===== src/shared/xport_ctl_defs.svh =====
// constants for the expansion port output control block
// assumes inclusion by bare name from the design files
`ifndef XPORT_CTL_DEFS_SVH
`define XPORT_CTL_DEFS_SVH

`define CTL_OFFSET 8'h13
`define CTL_RESET 8'h00
`define BIT_RTC_EN 7
`define BIT_HREF_SEL 6
`define FLD_VREF_HI 5
`define FLD_VREF_LO 4
`define BIT_LOCK_SEL 3
`define FLD_FMT_HI 2
`define FLD_FMT_LO 0
`define SAV_EAV_LEAD 8'hFF
`define SAV_EAV_ZERO 8'h00
`define BLANK_LUMA 8'h10
`define BLANK_CHROMA 8'h80
`define STATUS_SRC_LOCK 4'h4
`define OUT_RESET 8'h00

`endif


===== src/shared/xport_ctl_pkg.sv =====
// types for the expansion port output control block
// assumes xport_ctl_defs.svh on the include path
package xport_ctl_pkg;
    typedef enum logic [2:0] {
        fmt_itu656 = 3'h0,
        fmt_itu656_window = 3'h1,
        fmt_plain422 = 3'h2,
        fmt_rsvd3 = 3'h3,
        fmt_bypass_hi = 3'h4,
        fmt_bypass_lo = 3'h5,
        fmt_rsvd6 = 3'h6,
        fmt_split = 3'h7
    } port_format_type;

    typedef enum logic [1:0] {
        vref_sync = 2'h0,
        vref_field = 2'h1,
        vref_sync_inv = 2'h2,
        vref_field_inv = 2'h3
    } vref_select_type;

    // timing reference code phase inside a 3-word header
    typedef enum logic [1:0] {
        trc_idle,
        trc_lead,
        trc_zero,
        trc_word
    } trc_state_type;
endpackage


===== src/core/xport_sample_mux.sv =====
// converter bypass multiplexer for the expansion data bus
// assumes the converter samples are 9 bits wide and synchronous to ref_clk
`timescale 1ns/100ps
`include "xport_ctl_defs.svh"

module xport_sample_mux (
    // format and qualifier
    input wire logic [2:0] format_code,
    input wire logic clock_qualifier,
    // converter samples
    input wire logic [8:0] conv_first,
    input wire logic [8:0] conv_second,
    // selected byte
    output logic [7:0] mux_byte
);
    // pick bits 8:1 or 7:0 of a sample
    function automatic logic [7:0] take_bits(input logic [8:0] s, input logic upper);
        take_bits = upper ? s[8:1] : s[7:0];
    endfunction

    // second converter on qualifier high, first on low; split uses first only
    always_comb begin
        unique case (xport_ctl_pkg::port_format_type'(format_code))
            xport_ctl_pkg::fmt_bypass_hi:
                mux_byte = take_bits(clock_qualifier ? conv_second : conv_first, 1'b1);
            xport_ctl_pkg::fmt_bypass_lo:
                mux_byte = take_bits(clock_qualifier ? conv_second : conv_first, 1'b0);
            xport_ctl_pkg::fmt_split:
                mux_byte = take_bits(conv_first, clock_qualifier);
            default:
                mux_byte = conv_first[7:0];
        endcase
    end
endmodule


===== src/core/expansion_port_output_control.sv =====
// expansion port output control register and output multiplexer
// assumes register writes arrive as a decoded subaddress strobe from the serial control bus
// assumes timing, lock and video inputs are synchronous to ref_clk
`timescale 1ns/100ps
`include "xport_ctl_defs.svh"

// What this block does
// - bit 6 clear: horizontal reference pin carries active-line reference
// - bit 6 set: horizontal reference pin carries the programmed sync pulse
// - bits 5:4 choose sync, field id, inverted sync or inverted field id
// - bit 3 clear: lock indicator is inverted horizontal lock status bit
// - bit 3 set: lock indicator is the fast lock signal
// - format 000 emits standard stream with timing reference codes
// - format 001 blanks fields by the programmed vertical window instead
// - format 010 emits plain 4:2:2 samples without timing codes
// - format 100 bypasses converter pair using sample bits 8:1
// - format 101 bypasses converter pair using sample bits 7:0
// - bypass: second converter on qualifier high, first on low
// - format 111 splits one sample: 8:1 on high, 7:0 on low
// - status pin shows the selected lock indicator when chosen
module expansion_port_output_control (
    // clock and reset
    input wire logic ref_clk,
    input wire logic rst_n,
    // register access
    input wire logic reg_write,
    input wire logic reg_read,
    input wire logic [7:0] reg_addr,
    input wire logic [7:0] reg_wdata,
    output logic [7:0] reg_rdata,
    output logic reg_hit,
    // timing inputs from the decoder core
    input wire logic horiz_ref,
    input wire logic horizontal_sync,
    input wire logic vertical_sync_pulse,
    input wire logic field_id,
    input wire logic vertical_window,
    input wire logic horiz_lock_status,
    input wire logic fast_lock,
    input wire logic clock_qualifier,
    input wire logic realtime_clock_in,
    // status pin source code
    input wire logic [3:0] status_source,
    // video and converter samples
    input wire logic [7:0] video_sample,
    input wire logic [8:0] conv_first,
    input wire logic [8:0] conv_second,
    // expansion port pins
    output logic xport_horiz_ref_pin,
    output logic xport_vert_ref_pin,
    output logic [7:0] expansion_data_bus,
    output logic realtime_clock_output,
    output logic realtime_clock_output_oe,
    output logic lock_indicator_output,
    output logic realtime_status_pin,
    output logic realtime_status_pin_oe
);
    // status pin source code that routes the lock indicator out
    localparam logic [3:0] STATUS_LOCK = `STATUS_SRC_LOCK;

    // control byte and its next value
    logic [7:0] ctl;
    logic [7:0] next_ctl;
    logic rt_clock_out_enable;
    logic xport_horiz_ref_select;
    logic [1:0] xport_vert_ref_select;
    logic lock_indicator_select;
    logic [2:0] port_format_select;

    // bypass byte from the sample multiplexer
    logic [7:0] mux_byte;

    // window-driven blanking for the modified stream
    logic blanking;

    // timing reference code sequencer state
    logic href_d;
    logic next_href_d;
    xport_ctl_pkg::trc_state_type trc;
    xport_ctl_pkg::trc_state_type next_trc;
    logic trc_eav;
    logic next_trc_eav;
    logic chroma_phase;
    logic next_chroma_phase;

    // next values of the registered pins
    logic [7:0] next_bus;
    logic next_hpin;
    logic next_vpin;
    logic next_lock;

    // one place decides whether an access targets the control register
    function automatic logic ctl_addressed(input logic [7:0] addr);
        ctl_addressed = (addr == `CTL_OFFSET);
    endfunction

    // register field split
    assign rt_clock_out_enable = ctl[`BIT_RTC_EN];
    assign xport_horiz_ref_select = ctl[`BIT_HREF_SEL];
    assign xport_vert_ref_select = ctl[`FLD_VREF_HI:`FLD_VREF_LO];
    assign lock_indicator_select = ctl[`BIT_LOCK_SEL];
    assign port_format_select = ctl[`FLD_FMT_HI:`FLD_FMT_LO];

    // control register write
    always_comb begin
        next_ctl = ctl;
        if (reg_write && ctl_addressed(reg_addr)) begin
            next_ctl = reg_wdata;
        end
    end

    always_ff @(posedge ref_clk or negedge rst_n) begin
        if (!rst_n) begin
            ctl <= `CTL_RESET;
        end else begin
            ctl <= next_ctl;
        end
    end

    // read back is combinational so the serial engine can sample in the same cycle
    // other subaddresses belong to neighbouring blocks and read back as zero here
    assign reg_hit = (reg_read || reg_write) && ctl_addressed(reg_addr);
    assign reg_rdata = (reg_read && ctl_addressed(reg_addr)) ? ctl : `OUT_RESET;


    // real-time clock pin: enable gates the driver
    // the clock itself passes straight through; only the pad driver is switched
    assign realtime_clock_output = realtime_clock_in;
    assign realtime_clock_output_oe = rt_clock_out_enable;

    // blanking differs between standard and window-driven formats
    always_comb begin
        if (port_format_select == 3'(xport_ctl_pkg::fmt_itu656_window)) begin
            blanking = !vertical_window;
        end else begin
            blanking = 1'b0;
        end
    end


    // timing reference code sequencer: starts on each edge of horiz_ref
    // an edge seen while a header is still running is dropped, so edges
    // closer than four cycles apart lose their header
    always_comb begin
        next_href_d = horiz_ref;
        next_trc = trc;
        next_trc_eav = trc_eav;
        next_chroma_phase = horiz_ref ? !chroma_phase : 1'b0;
        unique case (trc)
            xport_ctl_pkg::trc_idle: begin
                if (horiz_ref != href_d) begin
                    next_trc = xport_ctl_pkg::trc_lead;
                    next_trc_eav = href_d;
                end
            end
            xport_ctl_pkg::trc_lead: next_trc = xport_ctl_pkg::trc_zero;
            xport_ctl_pkg::trc_zero: next_trc = xport_ctl_pkg::trc_word;
            xport_ctl_pkg::trc_word: next_trc = xport_ctl_pkg::trc_idle;
        endcase
    end

    always_ff @(posedge ref_clk or negedge rst_n) begin
        if (!rst_n) begin
            href_d <= 1'b0;
            trc <= xport_ctl_pkg::trc_idle;
            trc_eav <= 1'b0;
            chroma_phase <= 1'b0;
        end else begin
            href_d <= next_href_d;
            trc <= next_trc;
            trc_eav <= next_trc_eav;
            chroma_phase <= next_chroma_phase;
        end
    end


    // timing reference word: 1, field, blanking, eav, then protection bits
    // protection bits let the receiver correct one flipped bit of the word
    function automatic logic [7:0] trc_word(input logic f, input logic v, input logic h);
        trc_word = {1'b1, f, v, h, v ^ h, f ^ h, f ^ v, f ^ v ^ h};
    endfunction

    // bypass and split sample selection
    xport_sample_mux sample_mux (
        .format_code(port_format_select),
        .clock_qualifier(clock_qualifier),
        .conv_first(conv_first),
        .conv_second(conv_second),
        .mux_byte(mux_byte)
    );


    // data bus next value by format; reserved codes output blanking level
    // header words take priority over video so the receiver always finds them
    always_comb begin
        next_bus = `SAV_EAV_ZERO;
        unique case (xport_ctl_pkg::port_format_type'(port_format_select))
            xport_ctl_pkg::fmt_itu656, xport_ctl_pkg::fmt_itu656_window: begin
                unique case (trc)
                    xport_ctl_pkg::trc_lead: next_bus = `SAV_EAV_LEAD;
                    xport_ctl_pkg::trc_zero: next_bus = `SAV_EAV_ZERO;
                    xport_ctl_pkg::trc_word:
                        next_bus = trc_word(field_id, blanking, trc_eav);
                    xport_ctl_pkg::trc_idle: begin
                        if (blanking) begin
                            next_bus = chroma_phase ? `BLANK_LUMA : `BLANK_CHROMA;
                        end else begin
                            next_bus = video_sample;
                        end
                    end
                endcase
            end
            xport_ctl_pkg::fmt_plain422: next_bus = video_sample;
            xport_ctl_pkg::fmt_bypass_hi, xport_ctl_pkg::fmt_bypass_lo,
            xport_ctl_pkg::fmt_split: next_bus = mux_byte;
            // chroma blanking level for these codes; software keeps away from them
            xport_ctl_pkg::fmt_rsvd3, xport_ctl_pkg::fmt_rsvd6: next_bus = `BLANK_CHROMA;
        endcase
    end

    // reference pins and lock indicator next values
    always_comb begin
        // horizontal pin: active-line reference or programmed sync pulse
        if (xport_horiz_ref_select) begin
            next_hpin = horizontal_sync;
        end else begin
            next_hpin = horiz_ref;
        end

        // vertical pin: four sources, two of them inverted
        unique case (xport_ctl_pkg::vref_select_type'(xport_vert_ref_select))
            xport_ctl_pkg::vref_sync: begin
                next_vpin = vertical_sync_pulse;
            end
            xport_ctl_pkg::vref_field: begin
                next_vpin = field_id;
            end
            xport_ctl_pkg::vref_sync_inv: begin
                next_vpin = !vertical_sync_pulse;
            end
            xport_ctl_pkg::vref_field_inv: begin
                next_vpin = !field_id;
            end
        endcase

        // status bit is active-low locked, hence the inversion
        // the fast variant reacts sooner but chatters on unstable sources
        if (lock_indicator_select) begin
            next_lock = fast_lock;
        end else begin
            next_lock = !horiz_lock_status;
        end
    end


    // registered data outputs; the bus, both reference pins and the lock indicator move one cycle after their sources
    always_ff @(posedge ref_clk or negedge rst_n) begin
        if (!rst_n) begin
            expansion_data_bus <= `OUT_RESET;
            xport_horiz_ref_pin <= 1'b0;
            xport_vert_ref_pin <= 1'b0;
            lock_indicator_output <= 1'b0;
        end else begin
            expansion_data_bus <= next_bus;
            xport_horiz_ref_pin <= next_hpin;
            xport_vert_ref_pin <= next_vpin;
            lock_indicator_output <= next_lock;
        end
    end


    // status pin shows the lock indicator when its source code selects it
    // other source codes are served elsewhere, so the pad floats here
    assign realtime_status_pin = lock_indicator_output;
    assign realtime_status_pin_oe = (status_source == STATUS_LOCK);
endmodule


===== config.mk =====
export PLATFORM = sky130hd
export DESIGN_NAME = expansion_port_output_control
export DESIGN_NICKNAME = d
export VERILOG_FILES = /design/src/shared/xport_ctl_pkg.sv /design/src/core/xport_sample_mux.sv /design/src/core/expansion_port_output_control.sv
export VERILOG_INCLUDE_DIRS = /design/src /design/src/shared
export SDC_FILE = /design/constraint.sdc
export NUM_CORES = 1
export LEC_CHECK = 0
export BUFFER_PORTS_ARGS = -buffer_cell sky130_fd_sc_hd__buf_2
export CORE_MARGIN = 10
export CORE_UTILIZATION = 42
export DETAILED_ROUTE_END_ITERATION = 7
export PLACE_DENSITY_LB_ADDON = 0.1
export SETUP_SLACK_MARGIN = 0.1
export SLEW_MARGIN = 20
export SYNTH_ARGS = -nofsm -noshare
export SYNTH_HDL_FRONTEND = slang
export SYNTH_SLANG_ARGS = --single-unit

===== constraint.sdc =====
create_clock -name ref_clk -period 3.1 [get_ports ref_clk]
set_input_delay 0.93 -clock ref_clk [delete_from_list [all_inputs] [get_ports ref_clk]]
set_output_delay 0.93 -clock ref_clk [all_outputs]
set_load 0.02 [all_outputs]

==> out/metrics.csv <==
stage,metric,value,unit
worst_hold_path,worst_hold_path_type,reg2reg,
setup_path,crit_slowest_cell,or4b_4,
floorplanning,rows,23,
setup_path,cp_top_family,simple AND/OR/NAND/NOR gates,
yosys,synth_edf_count,0,
timing,maxSlewHeadroom,37.16,%
timing,finalMaxSlewViolations,0,
clocking,numCtsBuffers,3,
setup_path,r2r-end,expansion_data_bus[0]$_DFF_PN0_,
timing,finClkSkew,2.644,ps
yosys,seq_area_frac_synth,35.14,%
power_and_ir_drop,p_leak,1.118,nW
yosys,synth-seq-cells,24,
yosys,synth_area,1709,um^2
timing,worst_slack,-104.7,ps
yosys,async_flop_share,100.0,%
setup_path,cp-end-kind,output pin,
detailed_routing,drtIter0Drc,94,
yosys,synth_mux_area_share,14.86,%
yosys,synth_simple_gate_area_share,25.77,%
setup_path,crit_chain,buf_2 -> or4b_4 -> nor4_4 -> buf_6 -> and3_2 -> buf_6,
finish,mostFrequentLayoutCells,"71 x buf_2, 24 x dfrtp_1, 21 x nand2_1",
clocking,cts_buffer_depth,2,
clocking,cts.clk_slew.worst_paths,80,ps
clocking,clock_latency,260,ps
yosys,synth_top_family_by_area,simple AND/OR/NAND/NOR gates,
yosys,syn_inst,192,
finish,ff_latch_area,600.6,um^2
timing,worst_slew_pin_slew,935.5,ps
clocking,cts_tree,built,
place,dp_cells,316,
place,dpl.hpwl,3873,um
finish,syn2layout_area_growth,33.38,%
yosys,synthDistinctLibCells,37,
detailed_routing,wl_per_cell,15.06,um
setup_path,cp_num_buf_inv,3,
yosys,synthFlopType,dfrtp_1,
run_status,violations,negative setup slack,
timing,max_freq,0.3120,GHz
finish,fill_cells,379,
yosys,synth_compound_area_share,14.79,%
floorplanning,die_y,83.79,um
detailed_routing,num_vias,1686,
place,numPortBuffers,80,
worst_hold_path,hp-start,chroma_phase$_DFF_PN0_,
setup_path,crit_required,2170,ps
finish,nets,334,
place,pre_cts_ws,-151.6,ps
yosys,syn_area_per_cell,8.902,um^2
setup_path,r2r_slack,1190,ps
setup_path,r2r-start,ctl[2]$_DFFE_PN0P_,
place,place_area,2165,um^2
yosys,ys_warn_count,0,
place,gp_congestion,0.8054,
finish,final_common_cell,buf_2,
detailed_routing,drt.antenna.violating_nets,0,
detailed_routing,drc,0,
clocking,post_cts_buffers,0,
setup_path,critPathKind,in2out,
floorplanning,die_area,7021,um^2
power_and_ir_drop,power,1.151,mW
power_and_ir_drop,p_per_area,505.1,nW/um^2
finish,diodes,0,
worst_hold_path,whs_endpoint,chroma_phase$_DFF_PN0_,
global_routing,grt-ovfl-total,0,
global_routing,grt_pass1_wl,7824,um
clocking,cts.sinks,24,
run_status,status,"finished, violations left",
global_routing,grt_start_max_net_pins,26,
setup_path,worst-path-max-fanout,10,
clocking,ctsHoldBuffers,0,
setup_path,critical_path_arrival,2270,ps
timing,setup_viol,9,
detailed_routing,vias_per_cell,5.269,
finish,multi_input_area,1041,um^2
floorplanning,pin_count,83,
power_and_ir_drop,irDropWorstVdd,0.5752,mV
worst_hold_path,holdPathStages,1,
finish,stdcell_area,2280,um^2
timing,timing.setup.tns,-824.2,ps
setup_path,path_common_cell,buf_6,
setup_path,critPathMaxStageDelay,540,ps
timing,post-route-period-util,103.4,%
global_routing,globalRouteTotalUtil,12.82,%
floorplanning,initial_core_util,43.04,%
timing,finalCriticalPeriod,3205,ps
floorplanning,dieWidth,83.79,um
detailed_routing,wirelength,4819,um
setup_path,critPathLaunchType,primary input,
floorplanning,core_area,3971,um^2
global_routing,antenna_found_initial,0,
timing,hold_viol_final,0,
global_routing,grt_pass1_vias,1699,
yosys,syn-num-nets,255,
clocking,htreeDepth,1,
flow_run,cap_violations,0,
detailed_routing,firstDrtPassIters,4,
clocking,root_buffer,clkbuf_8,
finish,drive_above_1_share,42.22,%
finish,fin_cells,320,
timing,rsz0062_at_grt,true,
setup_path,rr_worst_depth,6,
yosys,synthAdderAreaFrac,2.928,%
yosys,synth_xor_area_share,2.562,%
==> how the worst max path moves through the flow <==
stage / from / end / slack (ps) / cells past startpoint
floorplan: reg_addr[5] / reg_hit / -20 / 4
global placement: reg_addr[5] / reg_rdata[6] / -120 / 6
CTS: reg_addr[5] / reg_rdata[5] / -110 / 6
finish: reg_addr[5] / reg_rdata[5] / -100 / 6
detailed placement: reg_addr[5] / reg_rdata[5] / -150 / 6
global route: reg_addr[5] / reg_rdata[1] / -170 / 6
==> cell type report <==
type | instances | area share [%]
Sequential cell | 24 | 26.34
Tap cell | 50 | 2.744
Timing Repair Buffer | 86 | 22.17
Clock buffer | 4 | 2.415
Inverter | 4 | 0.6586
Multi-Input combinational cell | 152 | 45.66
==> synth_stat cells, types with 2 or more instances <==
library cell,count,area share (%)
and3_2,8,3.5
nand2_1,21,4.6
o21ai_0,5,1.5
mux2_2,11,7.2
a21oi_1,16,4.7
a32oi_1,3,1.5
nor2_1,16,3.5
a211oi_1,4,1.8
mux2i_1,13,7.6
nor3_1,3,0.88
xor2_1,4,2.0
nand3_1,7,2.0
dfrtp_1,24,35
a31oi_1,5,1.8
nand2b_1,9,3.3
o22ai_1,3,1.1
clkbuf_1,9,2.0
nor4b_1,2,1.0
ha_1,4,2.9
nand3b_1,3,1.3
nor2b_1,2,0.73
buf_4,2,0.88
inv_1,4,0.88
==> registers in the layout (all words and copies together) (netlist names) <==
signal / cells
chroma_phase: 1
ctl: 8
expansion_data_bus: 8
href_d: 1
lock_indicator_output: 1
trc: 2
trc_eav: 1
xport_horiz_ref_pin: 1
xport_vert_ref_pin: 1
==> power breakdown <==
group          switching [mW]  internal [mW]  leakage (nW)
combinational           0.310          0.197         0.790
sequential             0.0421          0.396         0.299
clock                  0.0930          0.113        0.0288
total                   0.445          0.706          1.12
==> per-layer routing <==
| layer | global-route usage [%] | part of all wire [%] | vias to the layer above |
|---|---|---|---|
| met5 | 0 | 0 | - |
| met4 | 1.826 | 0.35 | 0 |
| met3 | 4.004 | 6.3 | 2 |
| met2 | 20.84 | 48 | 57 |
| met1 | 16.47 | 46 | 780 |
| li1 | - | - | 847 |
==> cells by family (layout without fill, tap and decap cells) <==
family | count (synthesis) | count (layout)
xor gates and xnor gates | 5 | 5
and+or+nand+nor | 78 | 78
adders and majority gates | 4 | 4
buffers and inverters | 16 | 94
DFF | 24 | 24
muxes | 24 | 24
AOI/OAI and AO/OA | 41 | 41
==> worst register-to-register path, cell delays in order, from the launching register on <==
cell      delay, ps
dfrtp_1         390
buf_4           210
nor4b_2         550
buf_4           240
nor2_1           40
nand3b_1        160
a32oi_1         230
==> repair_timing <==
| action | CTS | global route |
|---|---|---|
| setup endpoints to repair | 9 | 9 |
| gates resized for setup | 19 | 0 |
| pin swaps | 0 | 0 |
==> metrics by stage <==
step / hold slack, ps / utilization (%)
after CTS: 490.7 / 57.40
after global placement: 472.4 / 54.51
after floorplan: 418.7 / -
final: 477.9 / 57.40
after global routing: 519.2 / 57.40
after detailed placement: 475.7 / 54.51
No activity file was read; power rests on OpenSTA's default activity.
